**src/lgr_consts.svh**
```systemverilog
// register indices, field layout, reset values and timing for the logger rtc block
`ifndef LGR_CONSTS_SVH
`define LGR_CONSTS_SVH

// ----------------------------------------
// register indices (byte address = index * 4)
// ----------------------------------------
`define LGR_IDX_SEC          10'h200
`define LGR_IDX_MIN          10'h201
`define LGR_IDX_HOUR         10'h202
`define LGR_IDX_WDAY         10'h203
`define LGR_IDX_DATE         10'h204
`define LGR_IDX_MONTH        10'h205
`define LGR_IDX_YEAR         10'h206
`define LGR_IDX_ASEC         10'h207
`define LGR_IDX_AMIN         10'h208
`define LGR_IDX_AHOUR        10'h209
`define LGR_IDX_AWDAY        10'h20a
`define LGR_IDX_TLOW         10'h20b
`define LGR_IDX_THIGH        10'h20c
`define LGR_IDX_RATE         10'h20d
`define LGR_IDX_CTRL         10'h20e
`define LGR_IDX_TEMP         10'h211
`define LGR_IDX_STAT         10'h214

// ----------------------------------------
// writable bit masks, fixed-zero bits read 0
// ----------------------------------------
`define LGR_MSK_SEC          8'h7f
`define LGR_MSK_MIN          8'h7f
`define LGR_MSK_HOUR         8'h7f
`define LGR_MSK_WDAY         8'h07
`define LGR_MSK_DATE         8'h3f
`define LGR_MSK_MONTH        8'h9f
`define LGR_MSK_AWDAY        8'h87
`define LGR_MSK_CTRL         8'hdf

// ----------------------------------------
// field positions
// ----------------------------------------
`define LGR_HOUR_12H         6
`define LGR_HOUR_B5          5
`define LGR_MONTH_HUNDRED_YEAR_FLAG       7
`define LGR_ALM_MASK         7
`define LGR_CTL_OSC_STOP     7
`define LGR_CTL_WIPE_ARM     6
`define LGR_CTL_MIS_EN_N     4
`define LGR_CTL_WRAP         3
`define LGR_CTL_TLS          2
`define LGR_CTL_THS          1
`define LGR_CTL_TAS          0
`define LGR_ST_WIPED         6
`define LGR_ST_MIP           5
`define LGR_ST_TLF           2
`define LGR_ST_THF           1
`define LGR_ST_TAF           0

// ----------------------------------------
// reset values and codes
// ----------------------------------------
`define LGR_RST_SEC          8'h00
`define LGR_RST_WDAY         8'h01
`define LGR_RST_DATE         8'h01
`define LGR_RST_MONTH        8'h01
`define LGR_RST_CTRL         8'h00
`define LGR_CODE_UNDER       8'h00
`define LGR_CODE_OVER        8'hff
`define LGR_CODE_MINV        8'h01
`define LGR_CODE_MAXV        8'hfe

// ----------------------------------------
// timing
// ----------------------------------------
`define LGR_CLK_HZ           20000000
`define LGR_TICK_S           1
`define LGR_TICK_CYCLES      (`LGR_TICK_S * `LGR_CLK_HZ)

`endif

```
**src/lgr_pkg.sv**
```systemverilog
// types shared by the logger rtc block
package lgr_pkg;
	typedef logic [7:0] lgr_byte_t;
	typedef logic [9:0] lgr_idx_t;
endpackage

```
**src/lgr_rtc.sv**
```systemverilog
// logger real-time clock, time-of-day alarm, thresholds, sample rate and control byte
//
// How it works
// - hours bit 6 high selects 12-hour counting, low selects 24-hour.
// - in 12-hour counting hours bit 5 set means afternoon.
// - in 24-hour counting hours bit 5 is the twenties digit.
// - weekday counts 1 to 7 and wraps back to 1.
// - february gets a 29th when year is 00 or divisible by 4.
// - months bit 7 toggles whenever the year rolls from 99 to 00.
// - four alarm registers, top bit of each masks that field.
// - all masks clear: alarm when seconds, minutes, hours, weekday all match.
// - mask patterns give per second, minute, hour and day alarms.
// - every clock alarm sets the timer alarm status flag.
// - enabled search conditions answer a conditional search on timer alarm.
// - temperature is one unsigned byte, eighth degrees, valid codes 01-fe.
// - below range stores 00, above range stores ff.
// - out-of-range results land in histogram bins 0 and 63.
// - logged samples and forced readout share one code encoding.
// - low threshold byte then high threshold byte, same encoding.
// - sample rate gives minutes between conversions, 1 to 255.
// - non-zero rate write starts mission if memory wiped and enable low.
// - control write during a mission ends the mission, then updates.
// - control byte bits: osc stop, wipe arm, 0, enable_n, wrap, searches.
// - control bit 5 always reads 0, writing 1 is ignored.
// - time and alarm registers are bcd, fixed-zero bits read 0.
// - osc stop halts the clock; start refused until one second elapsed.
// - search answers on low, high threshold reach or timer alarm.

`include "lgr_consts.svh"

module lgr_rtc
	import lgr_pkg::*;
#(
	parameter int TICK_CYCLES = `LGR_TICK_CYCLES
) (
	// clock and reset
	input  wire logic        pclk,
	input  wire logic        presetn,
	// apb slave
	input  wire logic        psel,
	input  wire logic        penable,
	input  wire logic        pwrite,
	input  wire logic [11:0] paddr,
	input  wire logic [31:0] pwdata,
	output logic             pready,
	output logic [31:0]      prdata,
	output logic             pslverr,
	// temperature converter
	input  wire logic        conv_done,
	input  wire logic [7:0]  conv_code,
	input  wire logic        conv_under,
	input  wire logic        conv_over,
	// log and memory side
	input  wire logic        memory_wiped_flag,
	input  wire logic        mem_func_exec,
	input  wire logic        log_full,
	output logic             sample_valid,
	output logic [7:0]       sample_code,
	output logic [5:0]       sample_bin,
	output logic             sample_store,
	output logic             log_restart,
	// mission and search
	output logic             mission_start,
	output logic             mission_active,
	output logic             search_hit,
	output logic             second_tick
);

	// ----------------------------------------
	// helpers
	// ----------------------------------------
	function automatic lgr_byte_t bcd_inc(input lgr_byte_t v);
		if (v[3:0] == 4'h9) begin
			bcd_inc = {v[7:4] + 4'h1, 4'h0};
		end else begin
			bcd_inc = {v[7:4], v[3:0] + 4'h1};
		end
	endfunction

	function automatic logic leap_year(input lgr_byte_t y);
		logic ones4;
		logic ones2;
		ones4 = (y[3:0] == 4'h0) || (y[3:0] == 4'h4) || (y[3:0] == 4'h8);
		ones2 = (y[3:0] == 4'h2) || (y[3:0] == 4'h6);
		leap_year = y[4] ? ones2 : ones4;
	endfunction

	function automatic lgr_byte_t last_day(input lgr_byte_t m, input lgr_byte_t y);
		case (m[4:0])
			5'h02:   last_day = leap_year(y) ? 8'h29 : 8'h28;
			5'h04,
			5'h06,
			5'h09,
			5'h11:   last_day = 8'h30;
			default: last_day = 8'h31;
		endcase
	endfunction

	function automatic lgr_byte_t hour_inc(input lgr_byte_t h);
		lgr_byte_t inc12;
		lgr_byte_t inc24;
		inc12 = bcd_inc({3'h0, h[4:0]});
		inc24 = bcd_inc({2'b00, h[5:0]});
		if (h[`LGR_HOUR_12H]) begin
			if (h[4:0] == 5'h11) begin
				hour_inc = {2'b01, ~h[`LGR_HOUR_B5], 5'h12};
			end else if (h[4:0] == 5'h12) begin
				hour_inc = {2'b01, h[`LGR_HOUR_B5], 5'h01};
			end else begin
				hour_inc = {2'b01, h[`LGR_HOUR_B5], inc12[4:0]};
			end
		end else if (h[5:0] == 6'h23) begin
			hour_inc = 8'h00;
		end else begin
			hour_inc = {2'b00, inc24[5:0]};
		end
	endfunction

	function automatic logic hour_wraps(input lgr_byte_t h);
		hour_wraps = h[`LGR_HOUR_12H] ? (h[5:0] == 6'h31) : (h[5:0] == 6'h23);
	endfunction

	// ----------------------------------------
	// registers
	// ----------------------------------------
	lgr_byte_t sec_reg, min_reg, hour_reg, wday_reg, date_reg, month_reg, year_reg;
	lgr_byte_t asec_reg, amin_reg, ahour_reg, awday_reg;
	lgr_byte_t tlow_reg, thigh_reg, rate_reg, ctrl_reg, temp_reg;
	logic      taf_reg, tlf_reg, thf_reg, mission_reg, advanced_reg;
	logic      ready_reg;
	logic [31:0] rdata_reg;
	logic [24:0] tick_cnt_reg;
	logic        tick_reg;
	logic        tick_d_reg;
	logic        alarm_hit;
	lgr_byte_t   sample_code_next;

	// ----------------------------------------
	// apb decode
	// ----------------------------------------
	lgr_idx_t  idx;
	lgr_byte_t wbyte;
	logic      access;
	logic      wr;
	logic      mapped;
	logic      ctrl_wr;
	logic      rate_wr;
	lgr_byte_t rd_byte;

	assign idx    = paddr[11:2];
	assign wbyte  = pwdata[7:0];
	assign access = psel && penable && ready_reg;
	assign wr     = access && pwrite && mapped;

	always_comb begin
		mapped  = 1'b1;
		rd_byte = 8'h00;
		case (idx)
			`LGR_IDX_SEC:   rd_byte = sec_reg;
			`LGR_IDX_MIN:   rd_byte = min_reg;
			`LGR_IDX_HOUR:  rd_byte = hour_reg;
			`LGR_IDX_WDAY:  rd_byte = wday_reg;
			`LGR_IDX_DATE:  rd_byte = date_reg;
			`LGR_IDX_MONTH: rd_byte = month_reg;
			`LGR_IDX_YEAR:  rd_byte = year_reg;
			`LGR_IDX_ASEC:  rd_byte = asec_reg;
			`LGR_IDX_AMIN:  rd_byte = amin_reg;
			`LGR_IDX_AHOUR: rd_byte = ahour_reg;
			`LGR_IDX_AWDAY: rd_byte = awday_reg;
			`LGR_IDX_TLOW:  rd_byte = tlow_reg;
			`LGR_IDX_THIGH: rd_byte = thigh_reg;
			`LGR_IDX_RATE:  rd_byte = rate_reg;
			`LGR_IDX_CTRL:  rd_byte = ctrl_reg;
			`LGR_IDX_TEMP:  rd_byte = temp_reg;
			`LGR_IDX_STAT:  rd_byte = {1'b0, memory_wiped_flag, mission_reg, 2'b00,
				tlf_reg, thf_reg, taf_reg};
			default:        mapped  = 1'b0;
		endcase
	end

	assign ctrl_wr = wr && (idx == `LGR_IDX_CTRL);
	assign rate_wr = wr && (idx == `LGR_IDX_RATE);

	// one wait state: pready answers in the second access cycle
	always_ff @(posedge pclk or negedge presetn) begin
		if (!presetn) begin
			ready_reg <= 1'b0;
			rdata_reg <= 32'h0000_0000;
		end else begin
			ready_reg <= psel && penable && !ready_reg;
			if (psel && penable && !ready_reg) begin
				rdata_reg <= {24'h00_0000, rd_byte};
			end
		end
	end

	assign pready  = ready_reg;
	assign prdata  = rdata_reg;
	assign pslverr = ready_reg && !mapped;

	// ----------------------------------------
	// one-second tick
	// ----------------------------------------
	always_ff @(posedge pclk or negedge presetn) begin
		if (!presetn) begin
			tick_cnt_reg <= 25'h000_0000;
			tick_reg     <= 1'b0;
		end else if (ctrl_reg[`LGR_CTL_OSC_STOP]) begin
			tick_cnt_reg <= 25'h000_0000;
			tick_reg     <= 1'b0;
		end else if (tick_cnt_reg == 25'(TICK_CYCLES - 1)) begin
			tick_cnt_reg <= 25'h000_0000;
			tick_reg     <= 1'b1;
		end else begin
			tick_cnt_reg <= tick_cnt_reg + 25'h000_0001;
			tick_reg     <= 1'b0;
		end
	end

	assign second_tick = tick_reg;

	// ----------------------------------------
	// timekeeping, bcd
	// ----------------------------------------
	logic sec_wrap, min_wrap, day_wrap, month_wrap, year_wrap;
	lgr_byte_t month_inc;
	assign month_inc  = bcd_inc({3'h0, month_reg[4:0]});
	assign sec_wrap   = tick_reg && (sec_reg == 8'h59);
	assign min_wrap   = sec_wrap && (min_reg == 8'h59);
	assign day_wrap   = min_wrap && hour_wraps(hour_reg);
	assign month_wrap = day_wrap && (date_reg == last_day(month_reg, year_reg));
	assign year_wrap  = month_wrap && (month_reg[4:0] == 5'h12);

	// a host write wins over a tick in the same cycle for that register
	always_ff @(posedge pclk or negedge presetn) begin
		if (!presetn) begin
			sec_reg   <= `LGR_RST_SEC;
			min_reg   <= `LGR_RST_SEC;
			hour_reg  <= `LGR_RST_SEC;
			wday_reg  <= `LGR_RST_WDAY;
			date_reg  <= `LGR_RST_DATE;
			month_reg <= `LGR_RST_MONTH;
			year_reg  <= `LGR_RST_SEC;
		end else begin
			if (wr && idx == `LGR_IDX_SEC) begin
				sec_reg <= wbyte & `LGR_MSK_SEC;
			end else if (tick_reg) begin
				sec_reg <= sec_wrap ? 8'h00 : bcd_inc(sec_reg);
			end
			if (wr && idx == `LGR_IDX_MIN) begin
				min_reg <= wbyte & `LGR_MSK_MIN;
			end else if (sec_wrap) begin
				min_reg <= min_wrap ? 8'h00 : bcd_inc(min_reg);
			end
			if (wr && idx == `LGR_IDX_HOUR) begin
				hour_reg <= wbyte & `LGR_MSK_HOUR;
			end else if (min_wrap) begin
				hour_reg <= hour_inc(hour_reg);
			end
			if (wr && idx == `LGR_IDX_WDAY) begin
				wday_reg <= wbyte & `LGR_MSK_WDAY;
			end else if (day_wrap) begin
				wday_reg <= (wday_reg >= 8'h07) ? 8'h01 : wday_reg + 8'h01;
			end
			if (wr && idx == `LGR_IDX_DATE) begin
				date_reg <= wbyte & `LGR_MSK_DATE;
			end else if (day_wrap) begin
				date_reg <= month_wrap ? 8'h01 : bcd_inc(date_reg);
			end
			if (wr && idx == `LGR_IDX_MONTH) begin
				month_reg <= wbyte & `LGR_MSK_MONTH;
			end else if (month_wrap) begin
				month_reg[4:0] <= year_wrap ? 5'h01 : month_inc[4:0];
				if (year_wrap && year_reg == 8'h99) begin
					month_reg[`LGR_MONTH_HUNDRED_YEAR_FLAG] <= ~month_reg[`LGR_MONTH_HUNDRED_YEAR_FLAG];
				end
			end
			if (wr && idx == `LGR_IDX_YEAR) begin
				year_reg <= wbyte;
			end else if (year_wrap) begin
				year_reg <= (year_reg == 8'h99) ? 8'h00 : bcd_inc(year_reg);
			end
		end
	end

	// ----------------------------------------
	// alarm registers and match
	// ----------------------------------------
	always_ff @(posedge pclk or negedge presetn) begin
		if (!presetn) begin
			asec_reg  <= 8'h00;
			amin_reg  <= 8'h00;
			ahour_reg <= 8'h00;
			awday_reg <= 8'h00;
		end else if (wr) begin
			if (idx == `LGR_IDX_ASEC) begin
				asec_reg <= wbyte;
			end
			if (idx == `LGR_IDX_AMIN) begin
				amin_reg <= wbyte;
			end
			if (idx == `LGR_IDX_AHOUR) begin
				ahour_reg <= wbyte;
			end
			if (idx == `LGR_IDX_AWDAY) begin
				awday_reg <= wbyte & `LGR_MSK_AWDAY;
			end
		end
	end

	// compare one cycle after the tick so the advanced time is seen once
	always_ff @(posedge pclk or negedge presetn) begin
		if (!presetn) begin
			tick_d_reg <= 1'b0;
		end else begin
			tick_d_reg <= tick_reg;
		end
	end

	assign alarm_hit = tick_d_reg
		&& (asec_reg[`LGR_ALM_MASK]  || sec_reg[6:0]  == asec_reg[6:0])
		&& (amin_reg[`LGR_ALM_MASK]  || min_reg[6:0]  == amin_reg[6:0])
		&& (ahour_reg[`LGR_ALM_MASK] || hour_reg[6:0] == ahour_reg[6:0])
		&& (awday_reg[`LGR_ALM_MASK] || wday_reg[2:0] == awday_reg[2:0]);

	// ----------------------------------------
	// status flags: a set wins over a write-zero clear
	// ----------------------------------------
	logic stat_wr;
	logic temp_low, temp_high;
	assign stat_wr   = wr && (idx == `LGR_IDX_STAT);
	assign temp_low  = conv_done && mission_reg && (sample_code_next <= tlow_reg);
	assign temp_high = conv_done && mission_reg && (sample_code_next >= thigh_reg);

	always_ff @(posedge pclk or negedge presetn) begin
		if (!presetn) begin
			taf_reg <= 1'b0;
			tlf_reg <= 1'b0;
			thf_reg <= 1'b0;
		end else begin
			taf_reg <= alarm_hit || (taf_reg && !(stat_wr && !wbyte[`LGR_ST_TAF]));
			tlf_reg <= temp_low  || (tlf_reg && !(stat_wr && !wbyte[`LGR_ST_TLF]));
			thf_reg <= temp_high || (thf_reg && !(stat_wr && !wbyte[`LGR_ST_THF]));
		end
	end

	assign search_hit = (ctrl_reg[`LGR_CTL_TAS] && taf_reg)
		|| (ctrl_reg[`LGR_CTL_TLS] && tlf_reg)
		|| (ctrl_reg[`LGR_CTL_THS] && thf_reg);

	// ----------------------------------------
	// thresholds, sample rate, control, mission
	// ----------------------------------------
	logic start_ok;
	assign start_ok = rate_wr && (wbyte != 8'h00) && memory_wiped_flag
		&& !ctrl_reg[`LGR_CTL_MIS_EN_N] && advanced_reg && !mission_reg;

	always_ff @(posedge pclk or negedge presetn) begin
		if (!presetn) begin
			tlow_reg  <= 8'h00;
			thigh_reg <= 8'h00;
			rate_reg  <= 8'h00;
		end else if (wr) begin
			if (idx == `LGR_IDX_TLOW) begin
				tlow_reg <= wbyte;
			end
			if (idx == `LGR_IDX_THIGH) begin
				thigh_reg <= wbyte;
			end
			if (idx == `LGR_IDX_RATE) begin
				rate_reg <= wbyte;
			end
		end
	end

	always_ff @(posedge pclk or negedge presetn) begin
		if (!presetn) begin
			ctrl_reg <= `LGR_RST_CTRL;
		end else if (ctrl_wr) begin
			ctrl_reg <= wbyte & `LGR_MSK_CTRL;
		end else if (mem_func_exec) begin
			ctrl_reg[`LGR_CTL_WIPE_ARM] <= 1'b0;
		end
	end

	always_ff @(posedge pclk or negedge presetn) begin
		if (!presetn) begin
			advanced_reg <= 1'b0;
		end else if (ctrl_reg[`LGR_CTL_OSC_STOP]) begin
			advanced_reg <= 1'b0;
		end else if (tick_reg) begin
			advanced_reg <= 1'b1;
		end
	end

	always_ff @(posedge pclk or negedge presetn) begin
		if (!presetn) begin
			mission_reg   <= 1'b0;
			mission_start <= 1'b0;
		end else begin
			mission_start <= start_ok;
			if (ctrl_wr) begin
				mission_reg <= 1'b0;
			end else if (start_ok) begin
				mission_reg <= 1'b1;
			end
		end
	end

	assign mission_active = mission_reg;

	// ----------------------------------------
	// temperature code and log steering
	// ----------------------------------------
	always_comb begin
		if (conv_under) begin
			sample_code_next = `LGR_CODE_UNDER;
		end else if (conv_over) begin
			sample_code_next = `LGR_CODE_OVER;
		end else if (conv_code < `LGR_CODE_MINV) begin
			sample_code_next = `LGR_CODE_MINV;
		end else if (conv_code > `LGR_CODE_MAXV) begin
			sample_code_next = `LGR_CODE_MAXV;
		end else begin
			sample_code_next = conv_code;
		end
	end

	always_ff @(posedge pclk or negedge presetn) begin
		if (!presetn) begin
			temp_reg     <= 8'h00;
			sample_code  <= 8'h00;
			sample_bin   <= 6'h00;
			sample_valid <= 1'b0;
			sample_store <= 1'b0;
			log_restart  <= 1'b0;
		end else begin
			sample_valid <= conv_done;
			sample_store <= conv_done && mission_reg
				&& (!log_full || ctrl_reg[`LGR_CTL_WRAP]);
			log_restart  <= conv_done && mission_reg && log_full
				&& ctrl_reg[`LGR_CTL_WRAP];
			if (conv_done) begin
				temp_reg    <= sample_code_next;
				sample_code <= sample_code_next;
				sample_bin  <= sample_code_next[7:2];
			end
		end
	end

	// ----------------------------------------
	// checks
	// ----------------------------------------
	chk_ctrl_bit_zero: assert property (@(posedge pclk) disable iff (!presetn)
		!ctrl_reg[5]) else $error("control bit 5 is set");

	chk_ctrl_ends_mission: assert property (@(posedge pclk) disable iff (!presetn)
		ctrl_wr |=> !mission_reg) else $error("control write left mission running");

	chk_start_gated: assert property (@(posedge pclk) disable iff (!presetn)
		$rose(mission_reg) |-> $past(memory_wiped_flag) && $past(advanced_reg)
		&& !$past(ctrl_reg[4]) && ($past(wbyte) != 8'h00))
		else $error("mission started without its conditions");

	chk_alarm_sets_flag: assert property (@(posedge pclk) disable iff (!presetn)
		alarm_hit |=> taf_reg) else $error("alarm did not set flag");

	chk_alarm_once: assert property (@(posedge pclk) disable iff (!presetn)
		alarm_hit |-> $past(tick_reg) ##1 !alarm_hit) else $error("alarm not once per tick");

	chk_wday_wraps: assert property (@(posedge pclk) disable iff (!presetn)
		day_wrap && wday_reg == 8'h07 && !wr |=> wday_reg == 8'h01)
		else $error("weekday did not wrap to 1");

	chk_hour24_wrap: assert property (@(posedge pclk) disable iff (!presetn)
		min_wrap && hour_reg == 8'h23 && !wr |=> hour_reg == 8'h00)
		else $error("24-hour count did not wrap");

	chk_hundred_year_flag_toggle: assert property (@(posedge pclk) disable iff (!presetn)
		year_wrap && year_reg == 8'h99 && !wr |=> month_reg[7] != $past(month_reg[7]))
		else $error("century flag did not toggle");

	chk_code_under: assert property (@(posedge pclk) disable iff (!presetn)
		conv_done && conv_under |=> sample_code == 8'h00 && sample_bin == 6'h00)
		else $error("under-range code wrong");

endmodule

```
**config.mk**
```make
export PLATFORM = sky130hd
export DESIGN_NAME = lgr_rtc
export DESIGN_NICKNAME = d
export VERILOG_FILES = /design/src/lgr_pkg.sv /design/src/lgr_rtc.sv
export VERILOG_INCLUDE_DIRS = /design/src
export SDC_FILE = /design/constraint.sdc
export NUM_CORES = 1
export LEC_CHECK = 0
export ABC_AREA = 1
export BUFFER_PORTS_ARGS = -buffer_cell sky130_fd_sc_hd__buf_2
export CAP_MARGIN = 10
export CORE_MARGIN = 1
export CORE_UTILIZATION = 55
export DETAILED_ROUTE_END_ITERATION = 7
export PLACE_DENSITY = 0.76
export SLEW_MARGIN = 25
export SYNTH_ARGS = -nofsm -noshare
export SYNTH_HDL_FRONTEND = slang
export SYNTH_SLANG_ARGS = --single-unit
```
**constraint.sdc**
```tcl
create_clock -name pclk -period 2.71 [get_ports pclk]
set_clock_uncertainty 0.05 [all_clocks]
set_input_delay 0.271 -clock pclk [delete_from_list [all_inputs] [get_ports pclk]]
set_output_delay 0.271 -clock pclk [all_outputs]
set_load 0.005 [all_outputs]
```
==> results.yml, run 1 <==
run_status:
  status: "finished clean"
worst_setup_path:
  cp-end-kind: "register"
  cpPeakStageDelay_ns: 0.47
  critPathRequiredTime_ns: 2.98
  arrival_ns: 2.79
  cp_slowest_cell: "dfrtp_1"
  crit_type: "register to register"
  start_kind: "register"
  cp_cell_sequence: "inv_1 -> ha_1 -> nand3_1 -> nor2_1 -> nand2_2 -> nor2_2 -> nand4_2 -> nor2_2 -> nand2_1 -> nand3_1 -> nand2_1 -> nand2_1 -> o31ai_1"
  path_max_fanout: 5
  cpMostUsedCell: "nand2_1"
placement:
  placed_area_um2: 11000
  dp_hpwl_um: 23700
  place_congestion: 0.995
  dp_slack_ns: 0.227
  port_buffers: 67
logic_synthesis:
  synthCells: 1386
  netlist_top_cells_count: "nand2_1 (316), inv_1 (174), dfrtp_1 (162)"
  yosys.area_share.simple_pct: 28.7
  synth_edf_count: 0
  synth_area_um2: 10400
  synth.area.top_cells: "dfrtp_1 (39%), nand2_1 (11%), inv_1 (6.3%)"
  synth_top_family_by_area: "simple AND/OR/NAND/NOR gates"
  yosysMostFrequentCell: "nand2_1"
  synth_top_cell_by_area: "dfrtp_1"
  synth_fa_ha_area_share_pct: 3.72
  ys.flop_type: "dfrtp_1"
  synth.avg_cell_area_um2: 7.53
  seq_area_frac_synth_pct: 39.6
  synth_compound_area_share_pct: 14.4
  ys_ff_latch: 165
  netlist.area_leader.share_pct: 38.8
  ys_async_sr_fraction_pct: 100
  synth_warnings: 0
  synthDistinctLibCells: 53
  muxShareOfSynthArea_pct: 0
  yosys.area_share.xor_xnor_pct: 3.27
clock_tree:
  cts_setup_buffers: 0
  clock_latency_ns: 0.44
  cts_buffer_depth: 2
  h-tree-depth: 4
  clk_pin_slew_ns: 0.07
  root_buffer: "clkbuf_16"
  cts_tree: "done"
  numCtsBuffers: 17
  clock_sink_count: 165
die:
  core-area_um2: 18600
  die_w_um: 140
  die_h_um: 140
  die-area_um2: 19500
  io_pins: 118
  row_count: 50
  start_util_pct: 56.0
timing:
  max_freq_mhz: 396
  tightestPinTransition_ns: 0.762
  tns_ns: 0
  drv_slew: 0
  hold_viol_final: 0
  post-route-period-util_pct: 93.1
  final-setup-viol-count: 0
  min_period_ns: 2.52
  rsz0062_at_grt: "no"
  setup_ws_ns: 0.187
  slew-limit-headroom_pct: 49.2
cells_and_area:
  areaGrowthSynthToFinish_pct: 11.3
  fillers: 1670
  antenna_cells: 0
  largest_reg_flops: 25
  drive_gt1_share_pct: 13.1
  layout.nets: 1556
  final_cell_area_um2: 11600
detailed_routing:
  num_vias: 9988
  ant_nets: 0
  routed_via_density: 5.85
  routed_wl_um: 31100
  wire_per_inst_um: 18.2
  drc: 0
  drtIter0Drc: 1238
  drt_pass1_iterations: 6
min_path:
  hp-class: "input pin to register"
pwr:
  pwr-share-comb_pct: 6.0
  p_per_area_nw_per_um2: 464
  swShare_pct: 24.7
  p_sw_mw: 1.33
  seq_power_share_pct: 46.4
  vdd_drop_max_mv: 0.423
  clockPowerShare_pct: 47.6
  p_leak_nw: 5.68
  internal_power_mw: 4.06
global_routing:
  grt_pass1_vias: 9310
  grt_pass1_wl_um: 49600
  antenna_found_initial: 0
  grt_max_degree: 95
  grt_use_total_pct: 33.0
  grt_overflow: 0
job:
  cap_violations: 0
[final cells by class]
| type | count | area [um2] | share of cell area (%) |
|---|---|---|---|
| timing repair buffer | 90 | 544 | 4.68 |
| clock buffer | 18 | 439 | 3.78 |
| multi-input combinational | 1002 | 5330 | 45.9 |
| inverter | 186 | 703 | 6.05 |
| sequential | 165 | 4130 | 35.6 |
| tap | 234 | 293 | 2.52 |
| clock inverter | 13 | 174 | 1.50 |
[worst max-delay path: cells and delay by family (launching register included)]
family,cells,cell delay [ns]
AND/OR/NAND/NOR,10,1.56
AO/OA/AOI/OAI,1,0.06
flip-flops,1,0.47
buffers and inverters,1,0.12
adder cells (fa/ha/maj),1,0.16
[layer usage]
layer	track usage (%)	part of all wire, %
met4	14.3	3.8
met3	6.50	8.9
met5	0	0
met1	44.8	42
met2	51.3	45
[path summary, 6_finish.rpt]
kind	startpoint	slack, ns	endpoint	depth (start not counted)
worst min register to register	tick_cnt_reg[0]	0.41	tick_cnt_reg[0]	1
worst max register to register	sec_reg[5]	0.19	date_reg[6]	13
worst min-delay path	mem_func_exec	0.06	ctrl_reg[6]	4
max in group asynchronous	presetn	1.56	ahour_reg[2]	3
worst max-delay path	sec_reg[5]	0.19	date_reg[6]	13
min in group asynchronous	presetn	0.23	date_reg[2]	2
[layout by cell type, fill, tap and decap left out, types with 9 or more instances in the layout]
cell type    n
nor2_2      10
buf_4       19
nor2_1     119
a21oi_1     34
nand2_1    316
o21ai_2      9
o21ai_0    121
nand3_1     94
inv_1      174
o211ai_1    22
o22ai_1     19
dfrtp_1    162
a211oi_1     9
o21ai_1     10
nor4_1      14
xor2_1      26
conb_1      24
nor3_1      28
nand4_1     26
xnor2_1     13
ha_1        31
nand2_2     12
clkbuf_16   17
buf_2       66
[power groups by stage]
stage | Sequential, mW | Combinational (mW) | Clock (mW)
after floorplan | 2.54 | 0.175 | 0
after global placement | 2.54 | 0.314 | 0
after detailed placement | 2.54 | 0.320 | 0
after CTS | 2.50 | 0.324 | 2.59
after global routing | 2.50 | 0.360 | 2.67
final | 2.50 | 0.324 | 2.57
[what timing repair did]
| action | CTS | global route |
|---|---|---|
| hold endpoints to repair | 29 | 0 |
| hold buffers | 2 | 0 |
| endpoints found under the setup margin | 0 | 1 |
| resized for setup | 0 | 2 |
[per-stage QoR]
stage	hold WS, ns	total power, mW	util [%]	instances
floorplan	-0.0746	2.72	-	1409
global placement	0.118	2.86	58.9	1675
detailed placement	0.130	2.86	58.9	1675
CTS	0.0360	5.41	62.3	1708
global route	0.0578	5.53	62.3	1708
finish	0.0575	5.39	62.3	1708
[cells by family after synthesis]
kind of cell	Yosys count
xor gates and xnor gates	39
and+or+nand+nor	655
adders and majority gates	31
other	1
buffers and inverters	242
AOI/OAI and AO/OA	253
DFF	165
Power figures use the tool's default switching activity.
==> run 2: changes to the inputs <==
==> constraint.sdc (replaced) <==
create_clock -name pclk -period 2.83 [get_ports pclk]
set_clock_uncertainty 0.05 [all_clocks]
set_input_delay 0.283 -clock pclk [delete_from_list [all_inputs] [get_ports pclk]]
set_output_delay 0.283 -clock pclk [all_outputs]
set_load 0.005 [all_outputs]
==> run 2 against run 1 <==
Against the previous run: the flow now finishes with violations (DRC); register-to-register slack better by 0.02 ns; worst hold slack got worse by 0.013 ns; non-clock buffer count down 5; first-iteration DRC count is 20% lower; global-route usage decreased by 0.31 points; sequential share of layout area increased by 0.069 points; wire length grew 0.32%; utilization fell by 0.12 points.
==> results.yml, run 2 (synthesis results as in run 1) <==
clock_tree:
  clk_pin_slew_ns: 0.07
  clock_latency_ns: 0.44
  h-tree-depth: 4
  root_buffer: "clkbuf_16"
  cts_tree: "done"
  numCtsBuffers: 17
  cts_buffer_depth: 2
  clock_sink_count: 165
cells_and_area:
  layout.nets: 1551
  final_core_util_pct: 62.2
  layout_common_cells: "nand2_1 (316), inv_1 (174), dfrtp_1 (162)"
  final_cell_area_um2: 11600
  largest_reg_flops: 25
  fillers: 1648
  drive_gt1_share_pct: 12.7
  fin_cells: 1702
  final_common_cell: "nand2_1"
  antenna_cells: 0
  areaGrowthSynthToFinish_pct: 11.1
detailed_routing:
  routed_wl_um: 31200
  wire_per_inst_um: 18.3
  num_vias: 9891
  drc: 1
  ant_nets: 0
  drt_pass1_iterations: 8
  routed_via_density: 5.81
  drtIter0Drc: 986
die:
  core-area_um2: 18600
  start_util_pct: 56.0
  row_count: 50
  io_pins: 118
  die_h_um: 140
  die-area_um2: 19500
  die_w_um: 140
min_path:
  hp-class: "input pin to register"
  min_path_cells: 1
worst_setup_path:
  path_depth: 13
  crit_family: "simple AND/OR/NAND/NOR gates"
  arrival_ns: 2.86
  critPathRequiredTime_ns: 3.07
  cp-end-kind: "register"
  path_max_fanout: 7
  start_kind: "register"
  worst-r2r-cell-count: 13
  cp_cell_sequence: "inv_1 -> ha_1 -> nand3_2 -> nor2_1 -> nand2_2 -> nor2_2 -> nand4_2 -> nor2_2 -> nand2_1 -> nand2_1 -> inv_2 -> nand3_1 -> o211ai_1"
  crit_type: "register to register"
  cpPeakStageDelay_ns: 0.47
  path_buf_inv: 2
  cp_slowest_cell: "dfrtp_1"
timing:
  drv_slew: 0
  tightestPinTransition_ns: 0.739
  max_freq_mhz: 382
  final-setup-viol-count: 0
  hold_viol_final: 0
  slew-limit-headroom_pct: 50.7
  post-route-period-util_pct: 92.6
  tns_ns: 0
  setup_ws_ns: 0.210
  min_period_ns: 2.62
  rsz0062_at_grt: "no"
placement:
  placed_area_um2: 10900
  place_congestion: 1.01
  dp_cells: 1670
  dp_slack_ns: 0.264
  dp_hpwl_um: 23400
  port_buffers: 67
job:
  cap_violations: 0
global_routing:
  grt_use_total_pct: 32.7
  grt_pass1_wl_um: 48800
  grt_pass1_vias: 8997
  antenna_found_initial: 0
  grt_overflow: 0
  grt_max_degree: 65
pwr:
  p_per_area_nw_per_um2: 452
  p_leak_nw: 5.67
  vdd_drop_max_mv: 0.445
run_status:
  violations: "DRC"
  status: "finished with violations"
run 2: cell count changes in the layout (fill, tap and decap cells not counted):
cell	previous run	this run
clkinvlp_4	1	0
clkinv_2	2	1
clkbuf_1	0	1
buf_4	19	14
clkinv_4	3	1
inv_8	2	0
nor2_2	10	11
clkbuf_8	1	2
inv_6	2	4
bufinv_16	3	4
nor2_1	119	118
run 2: worst paths after layout:
path,startpoint,endpoint,slack [ns]
setup / recovery,sec_reg[1],date_reg[1],0.21
hold / removal,conv_done,sample_valid,0.04
setup reg to reg,sec_reg[1],date_reg[1],0.21
hold reg to reg,prdata[3],prdata[3],0.42
max in group asynchronous,presetn,tick_cnt_reg[18],1.65
min in group asynchronous,presetn,date_reg[5],0.35
run 2: what timing repair did:
action,CTS,global route
setup endpoints to repair,0,8
resized for setup,0,3
hold buffers,2,0
buffers inserted,0,0
endpoints found under the hold margin,60,0
run 2: layout make-up:
type                    instances  area [um2]  share of cell area (%)
clock inverters                10         169                    1.46
repair buffers                 85         507                    4.37
flip-flops and latches        165        4130                    35.6
well taps                     234         293                    2.53
multi-input cells            1002        5330                    46.0
inverters                     186         703                    6.06
clock buffers                  20         457                    3.94
run 2: per-layer routing:
metal  GRT usage, %  up-vias  wire, um
met5              0        -         0
met1           44.8     4628     13400
met3           5.85       80      2590
met4           14.6        0      1190
li1               -     4689         -
met2           50.6      494     14000
run 2: stage by stage:
| step | total power [mW] | hold slack [ns] |
|---|---|---|
| global route | 5.39 | 0.0602 |
| detailed placement | 2.74 | 0.263 |
| global placement | 2.74 | 0.264 |
| finish | 5.24 | 0.0445 |
| CTS | 5.25 | 0.0382 |
| floorplan | 2.60 | -0.0626 |
run 2: where the power goes:
| group | leakage, nW | switching, mW | internal (mW) | total (mW) |
|---|---|---|---|---|
| sequential | 2.17 | 0.0152 | 2.38 | 2.39 |
| combinational | 3.19 | 0.230 | 0.0843 | 0.314 |
| clock | 0.308 | 1.00 | 1.53 | 2.53 |
